==> config.mk <==
export PLATFORM = sky130hd
export DESIGN_NAME = sensor_hub_i2c_master
export DESIGN_NICKNAME = d
export VERILOG_FILES = /design/src/hub_pkg.sv /design/src/sensor_hub_i2c_master.sv
export VERILOG_INCLUDE_DIRS = /design/src
export SDC_FILE = /design/constraint.sdc
export NUM_CORES = 1
export LEC_CHECK = 0
export ABC_CLOCK_PERIOD_IN_PS = 14500
export BUFFER_PORTS_ARGS = -buffer_cell sky130_fd_sc_hd__buf_2
export CORE_MARGIN = 4
export CORE_UTILIZATION = 42
export DETAILED_ROUTE_END_ITERATION = 8
export PLACE_DENSITY = 0.59
export SLEW_MARGIN = 5
export SYNTH_ARGS = -nofsm -noshare
export SYNTH_HDL_FRONTEND = slang
export SYNTH_SLANG_ARGS = --single-unit
==> constraint.sdc <==
create_clock -name clk -period 14.5 [get_ports clk]
set_input_delay 4.35 -clock clk [delete_from_list [all_inputs] [get_ports clk]]
set_output_delay 4.35 -clock clk [all_outputs]
set_load 0.03 [all_outputs]
==> src/hub_consts.svh <==
// constants for the auxiliary two-wire sensor hub master
`ifndef HUB_CONSTS_SVH
`define HUB_CONSTS_SVH

`define HUB_CTRL_ADDR 8'h14
`define HUB_STATE_ADDR 8'h22
`define HUB_MIRROR_ADDR 8'h39
`define HUB_WBYTE_ADDR 8'h21
`define HUB_OUT_FIRST 8'h02
`define HUB_OUT_COUNT 5'h12
`define HUB_TGT_BASE 8'h15
`define HUB_TGT_STRIDE 8'h03
`define HUB_TGT_SPAN 8'h0c
`define HUB_CTRL_RESET 8'h00
`define HUB_BYTE_ZERO 8'h00
`define HUB_CLK_HZ 100000000
`define HUB_SCL_HZ 100000
`define HUB_QUARTER_CYCLES (`HUB_CLK_HZ / (`HUB_SCL_HZ * 4))
`define HUB_LAST_BIT 4'h8
`define HUB_PH_ADDR_WR 2'h0
`define HUB_PH_POINTER 2'h1
`define HUB_PH_DATA 2'h2
`define HUB_PH_ADDR_RD 2'h3

`endif

==> src/hub_pkg.sv <==
// types shared by the sensor hub master
`default_nettype none
package hub_pkg;
    typedef struct packed {
        logic soft_reset;
        logic single_write_mode;
        logic ext_trigger;
        logic pass_through;
        logic aux_pullup_enable;
        logic master_enable;
        logic [1:0] target_count;
    } ctrl_type;

    typedef struct packed {
        logic single_write_finished;
        logic [3:0] target_no_ack;
        logic [1:0] zero;
        logic round_complete;
    } status_type;

    typedef struct packed {
        logic hit;
        logic [1:0] index;
        logic [1:0] field;
    } tgt_hit_type;

    typedef enum logic [6:0] {
        ST_IDLE = 7'h01,
        ST_SETUP = 7'h02,
        ST_START = 7'h04,
        ST_SEND = 7'h08,
        ST_RECV = 7'h10,
        ST_STOP = 7'h20,
        ST_NEXT = 7'h40
    } state_type;
endpackage
`default_nettype wire

==> src/sensor_hub_i2c_master.sv <==
// auxiliary two-wire master sequencer with its register page
`include "hub_consts.svh"
`default_nettype none
module sensor_hub_i2c_master (
    input wire logic clk, // 100 MHz system clock
    input wire logic rst, // asynchronous reset, active high
    input wire logic ce, // clock enable, freezes all state when low
    input wire logic [7:0] reg_addr, // register offset
    input wire logic reg_wr, // write strobe, one cycle
    input wire logic reg_rd, // read strobe, one cycle
    input wire logic [7:0] reg_wdata, // write data
    output logic [7:0] reg_rdata, // read data, valid the cycle after reg_rd
    input wire logic hub_page_select, // 1 = hub register page mapped
    input wire logic hub_irq_route_first, // routes round complete to first irq pin
    input wire logic accel_active, // accelerometer powered
    input wire logic gyro_active, // gyroscope powered
    input wire logic data_ready, // inertial data-ready pulse, 104 Hz
    input wire logic second_irq_pin, // second interrupt pin level
    output logic second_irq_input_mode, // second interrupt pad turned to input
    output logic first_irq_pin, // hub event on first interrupt pin
    output logic aux_clock_pin_out, // aux clock drive value
    output logic aux_clock_pin_oe_n, // aux clock driven low when 0
    input wire logic aux_data_pin_in, // aux data pin level
    output logic aux_data_pin_out, // aux data drive value
    output logic aux_data_pin_oe_n, // aux data driven low when 0
    output logic aux_pullup_enable, // internal pull-ups on aux lines
    input wire logic host_scl_in, // main bus clock level
    input wire logic host_sda_in, // main bus data level
    output logic host_sda_out, // main bus data drive value
    output logic host_sda_oe_n, // main bus data driven low when 0
    output hub_pkg::status_type hub_status // live master status
);
    import hub_pkg::*;

    function automatic tgt_hit_type decode_tgt(input logic [7:0] a);
        logic [7:0] off;
        tgt_hit_type r;
        off = a - `HUB_TGT_BASE;
        r.hit = (a >= `HUB_TGT_BASE) && (off < `HUB_TGT_SPAN);
        r.index = 2'(off / `HUB_TGT_STRIDE);
        r.field = 2'(off % `HUB_TGT_STRIDE);
        return r;
    endfunction

    ////////////////////////////////////////////////////////////////////////
    // pin synchronisers
    logic [1:0] ext_meta, sda_meta, hscl_meta, hsda_meta;
    logic ext_s, sda_s, hscl_s, hsda_s;

    always_ff @(posedge clk or posedge rst) begin
        if (rst) begin
            // trigger pin idles low, the bus lines idle high
            ext_meta <= 2'h0;
            {sda_meta, hscl_meta, hsda_meta} <= 6'h3f;
        end else if (ce) begin
            ext_meta <= {ext_meta[0], second_irq_pin};
            sda_meta <= {sda_meta[0], aux_data_pin_in};
            hscl_meta <= {hscl_meta[0], host_scl_in};
            hsda_meta <= {hsda_meta[0], host_sda_in};
        end
    end
    assign ext_s = ext_meta[1];
    assign sda_s = sda_meta[1];
    assign hscl_s = hscl_meta[1];
    assign hsda_s = hsda_meta[1];

    ////////////////////////////////////////////////////////////////////////
    // register page
    ctrl_type ctrl;
    logic [7:0] tgt_addr [4];
    logic [7:0] tgt_ptr [4];
    logic [7:0] tgt_setup [4];
    logic [7:0] wbyte;
    logic [7:0] out_reg [18];
    status_type status;
    logic irq;

    wire tgt_hit_type wdec = decode_tgt(reg_addr);
    wire hub_wr = reg_wr && hub_page_select;
    wire ctrl_wr = hub_wr && (reg_addr == `HUB_CTRL_ADDR);
    wire [7:0] out_off = reg_addr - `HUB_OUT_FIRST;
    wire out_hit = (reg_addr >= `HUB_OUT_FIRST) && (out_off < 8'(`HUB_OUT_COUNT));
    wire [7:0] tgt_word = (wdec.field == 2'h0) ? tgt_addr[wdec.index] :
                          (wdec.field == 2'h1) ? tgt_ptr[wdec.index] : tgt_setup[wdec.index];
    wire [7:0] hub_word = (reg_addr == `HUB_CTRL_ADDR) ? ctrl :
                          (reg_addr == `HUB_STATE_ADDR) ? status :
                          (reg_addr == `HUB_WBYTE_ADDR) ? wbyte :
                          wdec.hit ? tgt_word :
                          out_hit ? out_reg[5'(out_off)] : `HUB_BYTE_ZERO;
    // the mirror is the only hub register visible on the main page
    wire [7:0] main_word = (reg_addr == `HUB_MIRROR_ADDR) ? status : `HUB_BYTE_ZERO;
    wire state_read = reg_rd && (hub_page_select ? (reg_addr == `HUB_STATE_ADDR)
                                                 : (reg_addr == `HUB_MIRROR_ADDR));

    always_ff @(posedge clk or posedge rst) begin
        if (rst) begin
            ctrl <= `HUB_CTRL_RESET;
        end else if (ce && ctrl_wr) begin
            ctrl <= reg_wdata;
        end
    end

    always_ff @(posedge clk or posedge rst) begin
        if (rst) begin
            for (int i = 0; i < 4; i++) begin
                tgt_addr[i] <= `HUB_BYTE_ZERO;
                tgt_ptr[i] <= `HUB_BYTE_ZERO;
                tgt_setup[i] <= `HUB_BYTE_ZERO;
            end
            wbyte <= `HUB_BYTE_ZERO;
        end else if (ce) begin
            if (ctrl.soft_reset) begin
                for (int i = 0; i < 4; i++) begin
                    tgt_addr[i] <= `HUB_BYTE_ZERO;
                    tgt_ptr[i] <= `HUB_BYTE_ZERO;
                    tgt_setup[i] <= `HUB_BYTE_ZERO;
                end
                wbyte <= `HUB_BYTE_ZERO;
            end else if (hub_wr) begin
                if (wdec.hit && wdec.field == 2'h0) tgt_addr[wdec.index] <= reg_wdata;
                if (wdec.hit && wdec.field == 2'h1) tgt_ptr[wdec.index] <= reg_wdata;
                if (wdec.hit && wdec.field == 2'h2) tgt_setup[wdec.index] <= reg_wdata;
                if (reg_addr == `HUB_WBYTE_ADDR) wbyte <= reg_wdata;
            end
        end
    end

    always_ff @(posedge clk or posedge rst) begin
        if (rst) begin
            reg_rdata <= `HUB_BYTE_ZERO;
        end else if (ce && reg_rd) begin
            reg_rdata <= hub_page_select ? hub_word : main_word;
        end
    end

    ////////////////////////////////////////////////////////////////////////
    // trigger selection
    logic [2:0] rate_cnt;
    wire [1:0] rate_sel = tgt_setup[0][7:6];
    wire [2:0] rate_mask = (rate_sel == 2'h0) ? 3'h0 : (rate_sel == 2'h1) ? 3'h1 :
                           (rate_sel == 2'h2) ? 3'h3 : 3'h7;
    wire sensors_on = accel_active || gyro_active;
    wire hub_allowed = ctrl.master_enable && sensors_on && !ctrl.soft_reset &&
                       !ctrl.pass_through;
    wire int_trig = !ctrl.ext_trigger && data_ready && ((rate_cnt & rate_mask) == 3'h0);
    wire ext_trig = ctrl.ext_trigger && ext_s;
    wire trigger = hub_allowed && (int_trig || ext_trig);

    always_ff @(posedge clk or posedge rst) begin
        if (rst) begin
            rate_cnt <= 3'h0;
        end else if (ce && data_ready) begin
            rate_cnt <= rate_cnt + 3'h1;
        end
    end

    assign second_irq_input_mode = ctrl.master_enable && ctrl.ext_trigger;
    assign aux_pullup_enable = ctrl.aux_pullup_enable;

    ////////////////////////////////////////////////////////////////////////
    // transaction engine
    state_type state;
    logic [1:0] tgt, phase, q;
    logic [3:0] bitn;
    logic [7:0] shreg;
    logic [2:0] rd_left;
    logic [4:0] widx;
    logic [8:0] qcnt;
    logic samp, write_done, scl_low, sda_low;
    logic [3:0] no_ack;

    wire [7:0] cur_addr = tgt_addr[tgt];
    wire [2:0] cur_count = tgt_setup[tgt][2:0];
    wire cur_read = cur_addr[0];
    wire do_read = cur_read && (cur_count != 3'h0);
    wire do_write = (tgt == 2'h0) && !cur_read &&
                    !(ctrl.single_write_mode && write_done);
    wire last_tgt = (tgt == ctrl.target_count);
    wire tick = (qcnt == 9'h0);
    wire bit_end = tick && (q == 2'h3);
    wire ack_end = bit_end && (bitn == `HUB_LAST_BIT);

    always_ff @(posedge clk or posedge rst) begin
        if (rst) begin
            qcnt <= 9'h0;
            q <= 2'h0;
            samp <= 1'b1;
        end else if (ce) begin
            if (state == ST_IDLE || state == ST_SETUP) begin
                qcnt <= 9'(`HUB_QUARTER_CYCLES - 1);
                q <= 2'h0;
            end else begin
                qcnt <= tick ? 9'(`HUB_QUARTER_CYCLES - 1) : qcnt - 9'h1;
                if (tick) q <= q + 2'h1;
                if (tick && q == 2'h2) samp <= sda_s;
            end
        end
    end

    always_ff @(posedge clk or posedge rst) begin
        if (rst) begin
            state <= ST_IDLE;
            tgt <= 2'h0;
            phase <= `HUB_PH_ADDR_WR;
            bitn <= 4'h0;
            shreg <= `HUB_BYTE_ZERO;
            rd_left <= 3'h0;
            widx <= 5'h0;
            write_done <= 1'b0;
            no_ack <= 4'h0;
            for (int i = 0; i < 18; i++) out_reg[i] <= `HUB_BYTE_ZERO;
        end else if (ce) begin
            if (ctrl.soft_reset) begin
                state <= ST_IDLE;
                write_done <= 1'b0;
                no_ack <= 4'h0;
                for (int i = 0; i < 18; i++) out_reg[i] <= `HUB_BYTE_ZERO;
            end else begin
                case (state)
                    ST_IDLE: begin
                        if (trigger) begin
                            tgt <= 2'h0;
                            widx <= 5'h0;
                            state <= ST_SETUP;
                        end
                    end
                    ST_SETUP: begin
                        phase <= `HUB_PH_ADDR_WR;
                        state <= (do_read || do_write) ? ST_START : ST_NEXT;
                    end
                    ST_START: begin
                        if (bit_end) begin
                            shreg <= {cur_addr[7:1], phase == `HUB_PH_ADDR_RD};
                            bitn <= 4'h0;
                            state <= ST_SEND;
                        end
                    end
                    ST_SEND: begin
                        if (bit_end && bitn != `HUB_LAST_BIT) begin
                            shreg <= {shreg[6:0], 1'b0};
                            bitn <= bitn + 4'h1;
                        end
                        if (ack_end) begin
                            bitn <= 4'h0;
                            if (samp) begin
                                no_ack[tgt] <= 1'b1;
                                state <= ST_STOP;
                            end else begin
                                case (phase)
                                    `HUB_PH_ADDR_WR: begin
                                        shreg <= tgt_ptr[tgt];
                                        phase <= `HUB_PH_POINTER;
                                    end
                                    `HUB_PH_POINTER: begin
                                        if (do_read) begin
                                            phase <= `HUB_PH_ADDR_RD;
                                            state <= ST_START;
                                        end else begin
                                            shreg <= wbyte;
                                            phase <= `HUB_PH_DATA;
                                        end
                                    end
                                    `HUB_PH_DATA: begin
                                        if (ctrl.single_write_mode) write_done <= 1'b1;
                                        state <= ST_STOP;
                                    end
                                    default: begin
                                        rd_left <= cur_count;
                                        state <= ST_RECV;
                                    end
                                endcase
                            end
                        end
                    end
                    ST_RECV: begin
                        if (bit_end && bitn != `HUB_LAST_BIT) begin
                            shreg <= {shreg[6:0], samp};
                            bitn <= bitn + 4'h1;
                        end
                        if (ack_end) begin
                            bitn <= 4'h0;
                            if (widx < `HUB_OUT_COUNT) begin
                                out_reg[widx] <= shreg;
                                widx <= widx + 5'h1;
                            end
                            rd_left <= rd_left - 3'h1;
                            if (rd_left == 3'h1) state <= ST_STOP;
                        end
                    end
                    ST_STOP: begin
                        if (bit_end) state <= ST_NEXT;
                    end
                    ST_NEXT: begin
                        if (last_tgt || !hub_allowed) begin
                            state <= ST_IDLE;
                        end else begin
                            tgt <= tgt + 2'h1;
                            state <= ST_SETUP;
                        end
                    end
                    default: state <= ST_IDLE;
                endcase
            end
        end
    end

    ////////////////////////////////////////////////////////////////////////
    // pin drive and status
    wire sending_data = (state == ST_SEND) && (bitn != `HUB_LAST_BIT);
    wire recv_ack = (state == ST_RECV) && (bitn == `HUB_LAST_BIT) && (rd_left != 3'h1);
    wire data_phase = (state == ST_SEND) || (state == ST_RECV);
    wire next_scl_low = ctrl.pass_through ? !hscl_s :
                        (data_phase || state == ST_START) ? (q == 2'h0 || q == 2'h3) :
                        (state == ST_STOP) ? (q == 2'h0) : 1'b0;
    wire next_sda_low = ctrl.pass_through ? !hsda_s :
                        sending_data ? !shreg[7] :
                        recv_ack ? 1'b1 :
                        (state == ST_START) ? q[1] :
                        (state == ST_STOP) ? !q[1] : 1'b0;
    wire round_complete = (state == ST_IDLE);
    logic idle_d, host_sda_low;

    always_ff @(posedge clk or posedge rst) begin
        if (rst) begin
            scl_low <= 1'b0;
            sda_low <= 1'b0;
            host_sda_low <= 1'b0;
        end else if (ce) begin
            scl_low <= next_scl_low;
            sda_low <= next_sda_low;
            host_sda_low <= ctrl.pass_through && !sda_s && !sda_low;
        end
    end

    always_ff @(posedge clk or posedge rst) begin
        if (rst) begin
            idle_d <= 1'b1;
            irq <= 1'b0;
        end else if (ce) begin
            idle_d <= round_complete;
            if (hub_irq_route_first && round_complete && !idle_d) begin
                irq <= 1'b1;
            end else if (state_read) begin
                irq <= 1'b0;
            end
        end
    end

    assign status = '{single_write_finished: write_done, target_no_ack: no_ack,
                      zero: 2'h0, round_complete: round_complete};
    assign hub_status = status;
    assign first_irq_pin = irq;
    assign aux_clock_pin_out = 1'b0;
    assign aux_clock_pin_oe_n = !scl_low;
    assign aux_data_pin_out = 1'b0;
    assign aux_data_pin_oe_n = !sda_low;
    assign host_sda_out = 1'b0;
    assign host_sda_oe_n = !host_sda_low;
endmodule
`default_nettype wire

---- After elaboration in Yosys (flattened, before gate mapping) ----
Index checks and enable logic that the tools add are counted.
Widths: inputs -> output; s select.
cells by class
  muxes and demuxes ....................... 126
  bitwise gates (word level) .............. 8
  div/mod/pow operators ................... 2
  $mul .................................... 0
  reductions and logical operators ........ 107
  $lt $le $gt $ge ......................... 13
  $add $sub $neg .......................... 9
  eq/ne operators ......................... 45
  shift-type cells ........................ 0
operator list
  kind                count
  $mux 144            4
  $mux 32             9
  $mux 8              32
  $bwmux 144          1
  $bmux 8 s2          6
  $bwmux 32           3
  $mux 7              10
  $pmux 7 s7          1
  $bmux 8 s5          1
  $demux 8 s5         1
  $reduce_bool 2->1   19
  $logic_and 1x1->1   37
  $mux 4              7
  $mux 3              9
  $eq 8x6->1 const B  3
  $pmux 8 s3          1
  $pmux 7 s3          1
  $ne 2x2->1 const B  10
  $mux 1              19
  $mux 9              2
  $ne 3x3->1 const B  6
  $reduce_and 6->1    3
  $demux 8 s2         1
  $pmux 8 s2          1
  other kinds (63)    123
word-level totals
  bits in writable memories ............... 0
  output and inout bits ................... 25
  bits in latches ......................... 0
  input port bits ......................... 30
  bits in read-only memories .............. 0
  memories ................................ 0
  logic and storage cells ................. 371
  register bits after elaboration ......... 328

---- Logic depth before layout (Yosys ltp) ----
  depth in word-level cells ............... 13
  depth in mapped cells ................... 29
  mapped depth without buffers ............ 22

---- Worst setup path after synthesis ----
No wires, ideal clock.
  kind .................................... input port to flip-flop
  start point ............................. input reg_addr[1]
  end point ............................... register tgt_addr[22] in the netlist's numbering
  slack ................................... 3.562 ns
  buffers on the path ..................... 8
  arrival ................................. 10.815 ns
  required time ........................... 14.376 ns
  cell stages on the path ................. 28
  setup time .............................. 0.124 ns
  cell sequence ........................... clkbuf_1 buf_1 clkbuf_1 inv_1 ha_1 a211o_1 buf_2 or4_4 a31oi_2 nor3_1 o22ai_2 inv_2 ha_1 inv_1 nand2_1 a221oi_4 xnor2_2 ha_1 clkbuf_1 or3_1 clkbuf_1 o21ai_2 mux2_2 o31a_1 buf_4 buf_6 a21oi_1 o21ai_1
on the way
  longest elaborated chain between the ends .. 11
  elaborated cells on any way between the ends .. 20
  those cells by class .................... add/sub (1); div (2); order compare (4); mux (6); bitwise (1); reduce/logical (6)
RTL lines
  what                                                            line                          text
  start: declaration                                              sensor_hub_i2c_master.sv:8    input wire logic [7:0] reg_addr,
  $sub 8x5->8 (no line)                                           n/a
  $div 8x2->8 (no line)                                           n/a
  $not 2->3 (implied by the code)                                 sensor_hub_i2c_master.sv:120  if (wdec.hit && wdec.field == 2'h0) tgt_addr[wdec.index] <= reg_wdata;
  $ge 3x3->1 (implied by the code) or $lt 3x1->1 (tied branches)  sensor_hub_i2c_master.sv:120
  $logic_and 1x1->1 (implied by the code)                         sensor_hub_i2c_master.sv:120
  $mux 8 (implied by the code)                                    sensor_hub_i2c_master.sv:120
  $demux 8 s2                                                     sensor_hub_i2c_master.sv:120
  $bwmux 32                                                       sensor_hub_i2c_master.sv:120
  $mux 32                                                         sensor_hub_i2c_master.sv:120
  $mux 32                                                         sensor_hub_i2c_master.sv:119  end else if (hub_wr) begin
  $mux 32                                                         sensor_hub_i2c_master.sv:112  if (ctrl.soft_reset) begin
  end signal: indexed assignment                                  sensor_hub_i2c_master.sv:106  tgt_addr[i] <= `HUB_BYTE_ZERO;
  end signal: indexed assignment                                  sensor_hub_i2c_master.sv:114  tgt_addr[i] <= `HUB_BYTE_ZERO;
  end signal: indexed assignment                                  sensor_hub_i2c_master.sv:120
  end: declaration                                                sensor_hub_i2c_master.sv:70   logic [7:0] tgt_addr [4];
Parallel ways exist; a longest one is shown, timed or not. The select of a mux whose other input is x is not followed.
A chain may end at the register's enable or synchronous reset.

---- Worst setup path in the final report ----
  start point ............................. input reg_addr[0]
  end point ............................... register tgt_setup[27] in the netlist's numbering
on the way
  longest elaborated chain between the ends .. 11
  elaborated cells on any way between the ends .. 20
  those cells by class .................... add/sub (1); div (2); order compare (4); eq/ne (1); mux (6); bitwise (1); reduce/logical (5)
RTL lines
  what                                                            line                          text
  $sub 8x5->8 (no line)                                           n/a
  $div 8x2->8 (no line)                                           n/a
  $not 2->3 (implied by the code)                                 sensor_hub_i2c_master.sv:122  if (wdec.hit && wdec.field == 2'h2) tgt_setup[wdec.index] <= reg_wdata;
  $ge 3x3->1 (implied by the code) or $lt 3x1->1 (tied branches)  sensor_hub_i2c_master.sv:122
  $logic_and 1x1->1 (implied by the code)                         sensor_hub_i2c_master.sv:122
  $mux 8 (implied by the code)                                    sensor_hub_i2c_master.sv:122
  $demux 8 s2                                                     sensor_hub_i2c_master.sv:122
  $bwmux 32                                                       sensor_hub_i2c_master.sv:122
  $mux 32                                                         sensor_hub_i2c_master.sv:122
  $mux 32                                                         sensor_hub_i2c_master.sv:119
  $mux 32                                                         sensor_hub_i2c_master.sv:112
  end signal: indexed assignment                                  sensor_hub_i2c_master.sv:108  tgt_setup[i] <= `HUB_BYTE_ZERO;
  end signal: indexed assignment                                  sensor_hub_i2c_master.sv:116  tgt_setup[i] <= `HUB_BYTE_ZERO;
  end signal: indexed assignment                                  sensor_hub_i2c_master.sv:122
  end: declaration                                                sensor_hub_i2c_master.sv:72   logic [7:0] tgt_setup [4];
Parallel ways exist; a longest one is shown, timed or not. The select of a mux whose other input is x is not followed.

==> flow_metrics.env <==
export IMPL_ys_async_sr_fraction=1.00
export IMPL_grt_overflow_total=0
export IMPL_synth_edff_count=0
export IMPL_cts_tree="yes"
export IMPL_max_cap_violations=0
export IMPL_synth_area_leaders="dfrtp_1 44%, mux4_2 7.3%, a22o_1 7.3%, o21ai_0 3.6%, a21oi_1 2.8%"
export IMPL_cp_start_kind="primary input"
export IMPL_leakage_nw=8.66
export IMPL_cts_setup_buffers=0
export IMPL_synth_flop_cell="dfrtp_1"
export IMPL_synth_top_cell_area_share=0.440
export IMPL_required_ns=14.91
export IMPL_period_minus_slack_ns=11.05
export IMPL_max_clock_freq_mhz=90.5
export IMPL_drcViolationCount=0
export IMPL_avgRoutedWirePerCell_um=24.9
export IMPL_setup_viol=0
export IMPL_fin_skew_ns=0.0325
export IMPL_synth_seq_area_share=0.453
export IMPL_numCtsBuffers=39
export IMPL_vias=15000
export IMPL_layout_drive_gt1_share=0.151
export IMPL_clock_path_buffers=3
export IMPL_yosys_area_top_type="dfrtp_1"
export IMPL_hp_start="rate_cnt[2]"
export IMPL_crit_arrival_ns=11.46
export IMPL_timing_critical_path_to_type="register"
export IMPL_dieArea_um2=46600
export IMPL_final_nets=1822
export IMPL_yosys_warnings=0
export IMPL_status="complete, no violations"
export IMPL_hold_path_class="reg2reg"
export IMPL_grt_max_degree=122
export IMPL_diodes=0
export IMPL_ant_nets=0
export IMPL_largest_reg_flops=144
export IMPL_initial_utilization=0.429
export IMPL_hold_buffers=0
export IMPL_insertion_delay_ns=0.57
export IMPL_area_growth_pct=10.6
export IMPL_nFillCells=3934
export IMPL_die_w_um=216
export IMPL_finalNonFillerCells=2366
export IMPL_ir_drop_mv=0.0972
export IMPL_dp_cells=2297
export IMPL_seq_area_um2=8220
export IMPL_fin_setup_tns_ns=0
export IMPL_slew_viol_final=0
export IMPL_fin_crit_sh=0.762
export IMPL_place_hpwl_um=39400
export IMPL_die_y_um=216
export IMPL_yosysUniqueCellTypes=86
export IMPL_fp_row_count=75
export IMPL_fp_coreArea_um2=42300
export IMPL_multiInputGateArea_um2=9160
export IMPL_cts_root_buf="clkbuf_16"
export IMPL_r2r_start="qcnt[0]"
export IMPL_dr_first_iter_drc_count=1502
export IMPL_io_pins=55
export IMPL_power_density_nw_per_um2=113
export IMPL_cts_max_level=2
export IMPL_placed_area_um2=18800
export IMPL_wirelength_um=58900
export IMPL_cp_startpoint="reg_addr[0]"
export IMPL_finalWeightedCongestion=0.949
export IMPL_rsz0062_at_grt="no"
export IMPL_syn_cell_area_um2=18100
export IMPL_grt_antenna_before_repair=1
export IMPL_relSlewSlack=0.157
export IMPL_crit_fanout=26
export IMPL_cts_resized=0
export IMPL_via_per_inst=6.36
export IMPL_design_area_um2=20100
export IMPL_ys_ff_latch=328
export IMPL_cts_reportedPaths_clkPinSlew_ns=0.06
export IMPL_grt_pass1_vias=14600
export IMPL_syn_avg_cell_area_um2=10.2
export IMPL_postSynthCellCount=1771
export IMPL_numPortBuffers=49
export IMPL_grt_pass1_wl_um=90500
export IMPL_cts_sinks=328
export IMPL_hold_viol=0
export IMPL_worstSetupPathType="in2reg"
export IMPL_worst_pin_slew_ns=1.26
export IMPL_gr_usage_all_layers=0.249
export IMPL_dr_pass1_iters=6
-- critical path: stages --
cell      delay, ns
buf_2          0.07
buf_4          0.39
inv_1          0.29
ha_1           0.33
and2b_1        0.32
nor3_1         0.07
o211a_1        0.25
or2_2          0.31
a211o_1        0.31
o22ai_2        0.28
inv_2          0.14
ha_1           0.23
inv_1          0.13
nand2_1        0.19
a221oi_4       0.48
xnor2_2        0.29
ha_1           0.50
a2111o_1       0.59
o21ai_2        0.16
mux2i_2        0.39
o31a_1         0.82
nand2b_1       0.36
o21ai_0        0.15
-- final cells by class --
class,count,area share
well taps,577,0.0360
clock inverters,14,0.00948
multi-input cells,1258,0.456
flip-flops and latches,328,0.410
clock buffers,55,0.0546
repair buffers,78,0.0231
inverters,56,0.0108
-- synth_stat cells (7+ instances only) --
library cell	instances
xnor2_1	7
and2_1	26
a21o_1	7
a31oi_1	34
a22o_1	151
ha_1	31
nor2_1	96
mux2i_1	25
a311oi_1	7
and3_1	61
o22ai_1	24
nand2b_1	19
a22oi_1	29
inv_1	53
buf_2	12
dfstp_2	9
nand2_1	113
nor2b_1	12
nor3_1	27
o2bb2ai_1	11
clkbuf_1	85
xor2_1	8
mux2_2	28
buf_1	21
o211ai_1	7
o21ai_1	67
nor3b_1	15
dfrtp_1	319
a221oi_1	8
o21ai_0	130
or3_1	7
nor4_1	10
mux4_2	59
nand3_1	34
o31ai_1	13
a21oi_1	100
buf_4	12
-- stage by stage --
stage / hold WS (ns) / setup slack [ns] / util / total power [mW]
floorplan: 0.438 / 1.08 / - / 1.17
global placement: 0.460 / 3.27 / 0.444 / 1.28
detailed placement: 0.466 / 3.06 / 0.444 / 1.28
CTS: 0.487 / 3.63 / 0.474 / 2.28
global route: 0.507 / 2.95 / 0.474 / 2.35
finish: 0.489 / 3.45 / 0.474 / 2.27
-- metal layers --
layer  vias to the layer above  GRT usage  part of all wire
met5                         -          0           0.00022
met4                         2     0.0737             0.029
met3                       108     0.0655             0.089
met2                       661      0.369              0.44
met1                      7594      0.360              0.44
li1                       6673          -                 -
-- final timing paths --
path | endpoint | slack, ns | cells after the start
setup / recovery | tgt_setup[27] | 3.45 | 23
hold / removal | rate_cnt[2] | 0.49 | 1
setup reg to reg | out_reg[71] | 10.06 | 12
hold reg to reg | rate_cnt[2] | 0.49 | 1
max in group asynchronous | ctrl[7] | 8.92 | 3
min in group asynchronous | out_reg[84] | 3.96 | 2
-- power by group --
| group | internal, mW | switching [mW] |
|---|---|---|
| logic | 0.0857 | 0.240 |
| clock network | 0.600 | 0.400 |
| registers | 0.930 | 0.0132 |
| total | 1.62 | 0.653 |
-- cell families (layout without fill, tap and decap cells) --
group | after synthesis | count (layout) | share of synthesized area
DFF | 328 | 328 | 0.453
xor gates and xnor gates | 16 | 16 | 0.00814
muxes | 113 | 113 | 0.105
AOI/OAI and AO/OA | 645 | 645 | 0.243
adders and majority gates | 31 | 31 | 0.0214
and+or+nand+nor | 448 | 448 | 0.126
other | 1 | 5 | 0.000207
buffers and inverters | 189 | 203 | 0.0436
-- layout by cell type, fill, tap and decap left out, types with 7 or more instances in the layout --
cell type  instances
nand3_1           34
xnor2_1            7
dfrtp_1          318
nor2b_1           12
inv_1             52
and2_1            26
and3_1            61
a21o_1             7
or3_1              7
o2bb2ai_1         11
buf_4             29
nor4_1            10
o22ai_1           24
o211ai_1           7
o31ai_1           13
nor3b_1           15
ha_1              31
dfstp_2            9
nor2_1            95
mux2i_1           25
a221oi_1           8
clkbuf_16         39
a22o_1           151
nor3_1            27
mux2_2            28
nand2b_1          19
o21ai_0          130
buf_2             49
xor2_1             8
a31oi_1           34
a22oi_1           29
clkbuf_1          10
mux4_2            59
a21oi_1           98
a311oi_1           7
nand2_1          113
o21ai_1           67
(Power assumes the default switching activity.)
